<file path="src/ssalu_pkg.sv">
package ssalu_pkg;

  // ---------------------------------------------------------------------------
  // Operation codes
  // ---------------------------------------------------------------------------
  typedef enum logic [2:0] {
    SSALU_OP_NONE,
    SSALU_OP_SUB_MEM,
    SSALU_OP_SUB_TO_MEM,
    SSALU_OP_SUB_IMM,
    SSALU_OP_SWAP_MEM
  } ssalu_op_t;

  // ---------------------------------------------------------------------------
  // Widths, field positions and reset values
  // ---------------------------------------------------------------------------
  localparam int unsigned SSALU_DW       = 8;
  localparam int unsigned SSALU_AW       = 8;
  localparam int unsigned SSALU_NIB_HI   = 7;
  localparam int unsigned SSALU_NIB_MID  = 4;
  localparam int unsigned SSALU_NIB_LO   = 3;
  localparam logic [7:0]  SSALU_WREG_RST = 8'h00;
  localparam logic        SSALU_FLAG_RST = 1'b0;
  localparam logic        SSALU_NO_BORROW = 1'b1;

endpackage

</file>
<file path="src/ssalu_sub8.sv">
`timescale 1ns/1ps

// Eight-bit subtractor with borrow-style status outputs.
module ssalu_sub8 (
  input  wire logic [7:0] minuend_i,
  input  wire logic [7:0] subtrahend_i,
  output logic      [7:0] diff_o,
  output logic            carry_o,
  output logic            nib_carry_o,
  output logic            ovf_o,
  output logic            zero_o
);

  logic [8:0] full_diff;
  logic [4:0] low_diff;

  // Wide subtraction keeps the borrow in the top bit.
  assign full_diff   = {1'b0, minuend_i} - {1'b0, subtrahend_i};
  assign low_diff    = {1'b0, minuend_i[3:0]} - {1'b0, subtrahend_i[3:0]};
  assign diff_o      = full_diff[7:0];
  assign carry_o     = ~full_diff[8];
  assign nib_carry_o = ~low_diff[4];
  // Signed overflow: operands differ in sign and result sign follows subtrahend.
  assign ovf_o  = (minuend_i[7] ^ subtrahend_i[7]) &
                  (minuend_i[7] ^ full_diff[7]);
  assign zero_o = (full_diff[7:0] == 8'h00);

endmodule // ssalu_sub8

</file>
<file path="src/ssalu_top.sv">
`timescale 1ns/1ps

// Summary of operation
// - Subtract-memory loads the register minus the byte, with flags.
// - Subtract-to-memory writes the difference back; register unchanged.
// - Each subtraction sets carry 0 on a borrow and 1 otherwise.
// - Subtract-immediate loads register minus constant, with flags.
// - Nibble swap writes the halves exchanged back and keeps all flags.
module ssalu_top
  import ssalu_pkg::*;
(
  // Clock and reset.
  input  wire logic                SYS_CLK_I,
  input  wire logic                SYS_RST_I,
  // Instruction request.
  input  wire logic                OP_VALID_I,
  input  wire ssalu_op_t           OP_CODE_I,
  input  wire logic [SSALU_AW-1:0] OP_ADDR_I,
  input  wire logic [SSALU_DW-1:0] OP_IMM_I,
  // Data memory operand read by the core.
  input  wire logic [SSALU_DW-1:0] MEM_RDATA_I,
  // Data memory write-back.
  output logic                     MEM_WE_O,
  output logic      [SSALU_AW-1:0] MEM_WADDR_O,
  output logic      [SSALU_DW-1:0] MEM_WDATA_O,
  // Architectural state.
  output logic      [SSALU_DW-1:0] WORKING_REGISTER_O,
  output logic                     CARRY_O,
  output logic                     ZERO_O,
  output logic                     NIBBLE_BORROW_BIT_O,
  output logic                     SIGNED_RANGE_BIT_O
);

  // ---------------------------------------------------------------------------
  // Declarations
  // ---------------------------------------------------------------------------
  // The register value is always the minuend of the shared subtractor.
  logic [SSALU_DW-1:0] working_register_ff;
  logic [SSALU_DW-1:0] nxt_working_register;
  // Operand on offer and the two candidate results.
  logic [SSALU_DW-1:0] sub_rhs;
  logic [SSALU_DW-1:0] diff;
  logic [SSALU_DW-1:0] swapped;
  // Status outputs of the subtractor for the op on offer.
  logic                carry;
  logic                nib_carry;
  logic                ovf;
  logic                zero;
  // Decoded controls, before and after qualification by the valid strobe.
  logic                dec_sub;
  logic                dec_load_wreg;
  logic                dec_write_mem;
  logic                dec_use_imm;
  logic                dec_swap;
  logic                is_sub;
  logic                load_wreg;
  logic                write_mem;
  // Next values of the flag registers.
  logic                nxt_carry;
  logic                nxt_zero;
  logic                nxt_nib_borrow;
  logic                nxt_signed_range;
  // Next values of the write-back registers.
  logic                nxt_mem_we;
  logic [SSALU_AW-1:0] nxt_mem_waddr;
  logic [SSALU_DW-1:0] nxt_mem_wdata;

  // ---------------------------------------------------------------------------
  // Operation decode
  // ---------------------------------------------------------------------------
  // Each code is broken into the few controls that the datapath needs, so the
  // rest of the block never compares codes again. Idle and unused codes
  // decode to no action at all.
  always_comb begin
    dec_sub       = 1'b0;
    dec_load_wreg = 1'b0;
    dec_write_mem = 1'b0;
    dec_use_imm   = 1'b0;
    dec_swap      = 1'b0;
    case (OP_CODE_I)
      SSALU_OP_SUB_MEM: begin
        dec_sub       = 1'b1;
        dec_load_wreg = 1'b1;
      end
      SSALU_OP_SUB_TO_MEM: begin
        dec_sub       = 1'b1;
        dec_write_mem = 1'b1;
      end
      SSALU_OP_SUB_IMM: begin
        dec_sub       = 1'b1;
        dec_load_wreg = 1'b1;
        dec_use_imm   = 1'b1;
      end
      SSALU_OP_SWAP_MEM: begin
        dec_write_mem = 1'b1;
        dec_swap      = 1'b1;
      end
      default: begin
        dec_sub       = 1'b0;
      end
    endcase
  end

  // Nothing happens unless the core marks the code as valid this cycle.
  assign is_sub    = OP_VALID_I && dec_sub;
  assign load_wreg = OP_VALID_I && dec_load_wreg;
  assign write_mem = OP_VALID_I && dec_write_mem;

  // ---------------------------------------------------------------------------
  // Operand selection and arithmetic
  // ---------------------------------------------------------------------------
  // The immediate form takes the constant, the others take the memory byte.
  assign sub_rhs = dec_use_imm ? OP_IMM_I : MEM_RDATA_I;

  // Halves exchanged for the swap; the byte is used as read this cycle.
  assign swapped = {MEM_RDATA_I[SSALU_NIB_LO:0],
                    MEM_RDATA_I[SSALU_NIB_HI:SSALU_NIB_MID]};

  // One subtractor serves all three subtract forms, which keeps the flag
  // logic identical for every one of them.
  ssalu_sub8 u_sub (
    .minuend_i    (working_register_ff),
    .subtrahend_i (sub_rhs),
    .diff_o       (diff),
    .carry_o      (carry),
    .nib_carry_o  (nib_carry),
    .ovf_o        (ovf),
    .zero_o       (zero)
  );

  // ---------------------------------------------------------------------------
  // Working register
  // ---------------------------------------------------------------------------
  // Next value: the difference for register-destination forms, else hold.
  always_comb begin
    nxt_working_register = working_register_ff;
    if (load_wreg) begin
      nxt_working_register = diff;
    end
  end

  // The subtract-to-memory form leaves the register as it was.
  always_ff @(posedge SYS_CLK_I or posedge SYS_RST_I) begin
    if (SYS_RST_I) begin
      working_register_ff <= SSALU_WREG_RST;
    end else begin
      working_register_ff <= nxt_working_register;
    end
  end

  // The port shows the register itself, with no logic after the flop.
  assign WORKING_REGISTER_O = working_register_ff;

  // ---------------------------------------------------------------------------
  // Status flags
  // ---------------------------------------------------------------------------
  // Subtractions take all four flags from the subtractor; every other op,
  // the swap included, leaves them untouched.
  always_comb begin
    nxt_carry        = CARRY_O;
    nxt_zero         = ZERO_O;
    nxt_nib_borrow   = NIBBLE_BORROW_BIT_O;
    nxt_signed_range = SIGNED_RANGE_BIT_O;
    if (is_sub) begin
      nxt_carry        = carry;
      nxt_zero         = zero;
      nxt_nib_borrow   = nib_carry;
      nxt_signed_range = ovf;
    end
  end

  // Carry is 1 when no borrow left bit 7.
  always_ff @(posedge SYS_CLK_I or posedge SYS_RST_I) begin
    if (SYS_RST_I) begin
      CARRY_O <= SSALU_FLAG_RST;
    end else begin
      CARRY_O <= nxt_carry;
    end
  end

  // Zero is 1 when all eight result bits are clear.
  always_ff @(posedge SYS_CLK_I or posedge SYS_RST_I) begin
    if (SYS_RST_I) begin
      ZERO_O <= SSALU_FLAG_RST;
    end else begin
      ZERO_O <= nxt_zero;
    end
  end

  // The nibble flag is 1 when no borrow left bit 3.
  always_ff @(posedge SYS_CLK_I or posedge SYS_RST_I) begin
    if (SYS_RST_I) begin
      NIBBLE_BORROW_BIT_O <= SSALU_FLAG_RST;
    end else begin
      NIBBLE_BORROW_BIT_O <= nxt_nib_borrow;
    end
  end

  // The range flag is 1 when the signed difference does not fit.
  always_ff @(posedge SYS_CLK_I or posedge SYS_RST_I) begin
    if (SYS_RST_I) begin
      SIGNED_RANGE_BIT_O <= SSALU_FLAG_RST;
    end else begin
      SIGNED_RANGE_BIT_O <= nxt_signed_range;
    end
  end

  // ---------------------------------------------------------------------------
  // Memory write-back
  // ---------------------------------------------------------------------------
  // The strobe is a one-cycle pulse after each memory-destination op, while
  // address and data hold until the next such op replaces them.
  always_comb begin
    nxt_mem_we    = 1'b0;
    nxt_mem_waddr = MEM_WADDR_O;
    nxt_mem_wdata = MEM_WDATA_O;
    if (write_mem) begin
      nxt_mem_we    = 1'b1;
      nxt_mem_waddr = OP_ADDR_I;
      if (dec_swap) begin
        nxt_mem_wdata = swapped;
      end else begin
        nxt_mem_wdata = diff;
      end
    end
  end

  // Write strobe register.
  always_ff @(posedge SYS_CLK_I or posedge SYS_RST_I) begin
    if (SYS_RST_I) begin
      MEM_WE_O <= SSALU_FLAG_RST;
    end else begin
      MEM_WE_O <= nxt_mem_we;
    end
  end

  // Write address register.
  always_ff @(posedge SYS_CLK_I or posedge SYS_RST_I) begin
    if (SYS_RST_I) begin
      MEM_WADDR_O <= SSALU_WREG_RST;
    end else begin
      MEM_WADDR_O <= nxt_mem_waddr;
    end
  end

  // Write data register.
  always_ff @(posedge SYS_CLK_I or posedge SYS_RST_I) begin
    if (SYS_RST_I) begin
      MEM_WDATA_O <= SSALU_WREG_RST;
    end else begin
      MEM_WDATA_O <= nxt_mem_wdata;
    end
  end

endmodule // ssalu_top

</file>
<file path="config.mk">
export PLATFORM = sky130hd
export DESIGN_NAME = ssalu_top
export DESIGN_NICKNAME = d
export VERILOG_FILES = /design/src/ssalu_pkg.sv /design/src/ssalu_sub8.sv /design/src/ssalu_top.sv
export SDC_FILE = /design/constraint.sdc
export NUM_CORES = 1
export LEC_CHECK = 0
export ABC_CLOCK_PERIOD_IN_PS = 4100
export BUFFER_PORTS_ARGS = -buffer_cell sky130_fd_sc_hd__buf_4
export CAP_MARGIN = 20
export CORE_AREA = 2 2 59 61
export CTS_BUF_LIST = sky130_fd_sc_hd__clkbuf_4 sky130_fd_sc_hd__clkbuf_8
export DETAILED_ROUTE_END_ITERATION = 10
export DIE_AREA = 0 0 61 63
export PLACE_DENSITY = 0.84
export RECOVER_POWER = 25
export SLEW_MARGIN = 20
export SYNTH_ARGS = -nofsm -noshare
export SYNTH_HDL_FRONTEND = slang
export SYNTH_SLANG_ARGS = --single-unit
</file>
<file path="constraint.sdc">
create_clock -name SYS_CLK_I -period 4.1 [get_ports SYS_CLK_I]
set_clock_uncertainty 0.2 [all_clocks]
set_input_delay 0.41 -clock SYS_CLK_I [delete_from_list [all_inputs] [get_ports SYS_CLK_I]]
set_output_delay 0.41 -clock SYS_CLK_I [all_outputs]
set_load 0.05 [all_outputs]
</file>
* Word level (Yosys, flattened, before mapping) *
Index checks and enable logic that the tools add are counted.

word-level totals
  flip-flop bits (word level) = 29
  input bits = 30
  output and inout port bits = 29
  word-level logic and storage cells = 34

cells by class
  $add $sub $neg = 2
  equal/unequal tests = 4
  muxes and demuxes = 8
  bitwise gates (word level) = 5
  reductions and logical operators = 7

operators by type and width
  cell                number
  $mux 8              2
  $sub 8x8->9         1
  $logic_not 8->1     1
  $eq 3x2->1 const B  2
  $mux 1              6
  $sub 4x4->5         1
  $reduce_or 2->1     2
  $eq 3x1->1 const B  1
  $eq 3x3->1 const B  1
  $logic_and 1x1->1   3
  $reduce_or 3->1     1
  $not 1->1           2
  $xor 1x1->1         2
  $and 1x1->1         1

* Logic depth before layout (Yosys ltp) *
  depth after elaboration = 6
  gate-level depth with buffers = 11

* By module *
From an unflattened synthesis, not the netlist that was laid out.

second synthesis, totals
  cell total of the unflattened synthesis = 150
  area total of the unflattened synthesis = 1766.7 µm²

by module, submodules not included
  module      instances  cells an instance  area an instance (µm²)  seq. area each (µm²)
  ssalu_top   1          83                 1301.2                  725.7
  ssalu_sub8  1          67                 465.4                   0.0

* Worst setup path after synthesis *
OpenSTA, ideal clock, no wires.

  path kind = input to register
  start point = in OP_CODE_I[0]
  end point = reg ZERO_O
  setup time = 0.092 ns
  arrival = 2.776 ns
  required time = 3.808 ns
  path slack = 1.032 ns
  stages on the path = 11
  path buffers = 0
  path through = nor2b_1 nand2_1 mux2_2 ha_1 inv_1 fa_1 a211o_1 a2111o_1 o211ai_2 o2111ai_1 o31ai_2

on the way
  cells in the longest elaborated chain, start to end = 5
  elaborated cells between the ends (all ways) = 10
  classes of those cells = 1 x add/sub; 3 x eq/ne; 3 x mux; 3 x reduce/logical

RTL lines
  what                  RTL line          source
  start, declared       ssalu_top.sv:17   input wire ssalu_op_t OP_CODE_I,
  $eq 3x2->1            ssalu_top.sv:80   case (OP_CODE_I)
  $mux 1                ssalu_top.sv:80
  $mux 8                ssalu_top.sv:113  assign sub_rhs = dec_use_imm ? OP_IMM_I : MEM_RDATA_I;
  $sub 8x8->9           ssalu_sub8.sv:18  assign full_diff = {1'b0, minuend_i} - {1'b0, subtrahend_i};
  $logic_not 8->1       ssalu_sub8.sv:26  assign zero_o = (full_diff[7:0] == 8'h00);
  end signal, assigned  ssalu_top.sv:186  ZERO_O <= nxt_zero;
  end, declared         ssalu_top.sv:29   output logic ZERO_O,

Parallel ways exist; a longest one is shown, timed or not.
A chain may end at the register's enable or synchronous reset.

* Worst setup path after layout *
  start point = in OP_CODE_I[2]
  end point = reg ZERO_O

Same word-level chain as after synthesis.

==> summary.md <==
| Metric | Value |
|---|---|
| Die area | `3840 µm²` |
| Main synth FF type | `dfrtp_1` |
| EDFF count, synth | `0` |
| Reg clk slew, reported paths | `0.10 ns` |
| Hold Startpoint | `OP_ADDR_I[3]` |
| Highest clock rate | `325 MHz` |
| Post-DP Area | `2160 µm²` |
| Worst Path Arrival | `3.13 ns` |
| Syn_area_per_cell | `10.4 µm²` |
| Post-route setup TNS | `0 ns` |
| Max cap viols | `0` |
| Vias in the first global route | `1321` |
| FP Rows | `21` |
| Setup crit end kind | `flop` |
| IO buf count | `58` |
| Iter 0 DRT Violations | `48` |
| Max-slew headroom | `32.0%` |
| Core area | `3230 µm²` |
| Largest stage delay, worst path | `0.42 ns` |
| Async SR Flop Fraction | `100%` |
| TritonCTS clock tree | `done` |
| Fin. max-slew vios | `0` |
| Post-Route WL | `3910 µm` |
| Clock sink total | `29` |
| Final setup viols | `0` |
| Vias/cell | `5.47` |
| VDD IR max | `460 µV` |
| Kind of critical path | `input pin to flop` |
| Pre-antenna DRT Iters | `4` |
| Cts bufs inserted | `5` |
| RSZ-0062 raised after global routing | `no` |
| Design Power | `1.77 mW` |
| FF+latch area | `726 µm²` |
| Critical Path RT | `4.15 ns` |
| Post-synthesis sequential area ratio | `43.3%` |
| Starting Density | `51.9%` |
| Min cycle time layout | `3.08 ns` |
| Initial antenna violation count | `0` |
| Post-DP HPWL | `3150 µm` |
| GPL Wtd Cong | `0.930` |
| DRC errors left | `0` |
| DR vias | `1476` |
| Fin nets | `263` |
| Commonest non-fill, non-tap cells in the layout | `buf_4 (58), dfrtp_1 (29), nand2_1 (19), mux2_2 (12), o21ai_0 (11)` |
| Status | `completed` |
| Syn. warnings | `0` |
| Worst Setup SP | `OP_CODE_I[2]` |
| All-Layer GR Usage | `21.8%` |
| Fillers | `262` |
| Fin crit share | `75.1%` |
| Largest net degree at the start of global routing | `30` |
| Worst hold slack | `0.115 ns` |
| Die width | `61 µm` |
| Worst-margin pin slew | `1.02 ns` |
| Synth Register Bits | `29` |
| # diodes | `0` |
| Height of the die | `63 µm` |
| Setup repair bufs after CTS | `0` |
| First-pass GRT wire length | `6160 µm` |
| Dpl ws | `0.710 ns` |
| Multi-input logic area | `887 µm²` |
| Fin. Hold Viols | `0` |
| Gr ovfl total | `0` |
| Leakage | `1.07 nW` |
| Root Driver | `clkbuf_4` |
| Clock latency on the worst-skew pair | `0.33 ns` |
| Power per cell area | `796 nW/µm²` |
| Commonest non-fill, non-tap cell in the layout | `buf_4` |
| Distinct cells, synth | `42` |
| Crit path max fanout | `8` |
| Fin area | `2220 µm²` |
| Hold crit path type | `input pin to flop` |
| Mapped Nets | `201` |
| Area grow syn2layout | `32.3%` |
| Startpoint types | `input pin` |
| CP Cell Sequence | `buf_4 -> nor2b_1 -> nand2_1 -> mux2_2 -> ha_1 -> inv_1 -> fa_1 -> a21o_1 -> a21oi_1 -> xor2_1 -> o211ai_1 -> o31ai_2` |
| Fraction of layout cells with a size suffix above 1 | `36.6%` |
| IO Pins | `59` |
| Cells after synthesis | `162` |
| Final worst setup slack | `1.02 ns` |
| H-tree levels | `2` |
| CTS Buffer Depth | `2` |
| Worst r2r src | `WORKING_REGISTER_O[0]$_DFFE_PP0P_` |
| Post-Syn Area | `1680 µm²` |
| Critical Path Slowest Stage Cell | `fa_1` |
| WL/cell | `14.5 µm` |
| Antenna Nets Post-Route | `0` |
==> worst max-delay path, delay by kind of cell <==
kind            cells  cell delay, ns
compound gates      4            0.87
xor+xnor            1            0.37
fa+ha+maj           2            0.58
buf+inv             2            0.19
mux                 1            0.32
simple gates        2            0.40
==> flip-flops by register name, summed over array words and instances (netlist names) <==
name	cells
MEM_WADDR_O	8
MEM_WDATA_O	8
WORKING_REGISTER_O	8
CARRY_O	1
MEM_WE_O	1
NIBBLE_BORROW_BIT_O	1
SIGNED_RANGE_BIT_O	1
ZERO_O	1
==> power by group <==
part / total [mW] / internal (mW) / leakage (nW) / switching [mW]
registers: 0.465 / 0.393 / 0.347 / 0.0719
logic: 1.12 / 0.386 / 0.692 / 0.738
clock network: 0.179 / 0.0874 / 0.0348 / 0.0915
total: 1.77 / 0.866 / 1.07 / 0.901
==> what timing repair did <==
item,CTS,global route
hold endpoints to repair,0,29
hold buffers,0,1
setup endpoints to repair,0,0
resized for setup,0,0
==> metrics by stage <==
stage / std cells / utilization, %
after floorplan: 162 / -
after CTS: 269 / 68.5
final: 270 / 68.7
after global placement: 262 / 66.7
after global routing: 270 / 68.7
after detailed placement: 262 / 66.7
==> Yosys cell counts, types with 3 or more instances <==
cell type   n  share of area (%)
mux2i_1     7                4.2
dfrtp_1    29                 43
mux2_2     12                8.1
nor2b_1     3                1.1
o21a_1      4                1.8
buf_2       3               0.89
o211ai_1    3                1.3
nor2_1      7                1.6
a21o_1      3                1.3
inv_1      10                2.2
ha_1        8                6.0
a21oi_1     7                2.1
xnor2_1     3                1.6
o21ai_0    11                3.3
a211oi_1    3                1.3
nand2_1    19                4.3
==> routing by layer <==
layer / GRT usage (%) / vias up / part of all wire (%)
met1: 29.8 / 701 / 46
met2: 32.1 / 47 / 47
met5: 0 / - / 0
li1: - / 717 / -
met3: 6.21 / 11 / 4.6
met4: 8.70 / 0 / 3.0
==> final timing paths <==
kind                                                           to  slack, ns  cells past startpoint
worst max-delay path                           ZERO_O$_DFFE_PP0P_       1.02                     12
worst min-delay path                   MEM_WADDR_O[3]$_DFFE_PP0P_       0.12                      2
worst max register to register                 ZERO_O$_DFFE_PP0P_       1.49                      9
worst min register to register         MEM_WDATA_O[6]$_DFFE_PP0P_       0.30                      1
max in group asynchronous       WORKING_REGISTER_O[0]$_DFFE_PP0P_       2.39                      3
min in group asynchronous                      ZERO_O$_DFFE_PP0P_       0.67                      3
==> cell type report <==
class | count | area share (%)
flip-flops and latches | 29 | 32.7
multi-input cells | 118 | 40.0
inverters | 10 | 1.69
clock buffers | 7 | 2.65
well taps | 46 | 2.59
repair buffers | 60 | 20.4
==> kinds of logic after synthesis <==
logic type                 share of synthesized area, %
AOI/OAI and AO/OA                                  20.4
and+or+nand+nor                                    11.3
DFF                                                43.3
muxes                                              12.2
buffers and inverters                              3.58
adders and majority gates                          7.16
xor gates and xnor gates                           2.09
Note: power is estimated with default switching activity, not from simulation.
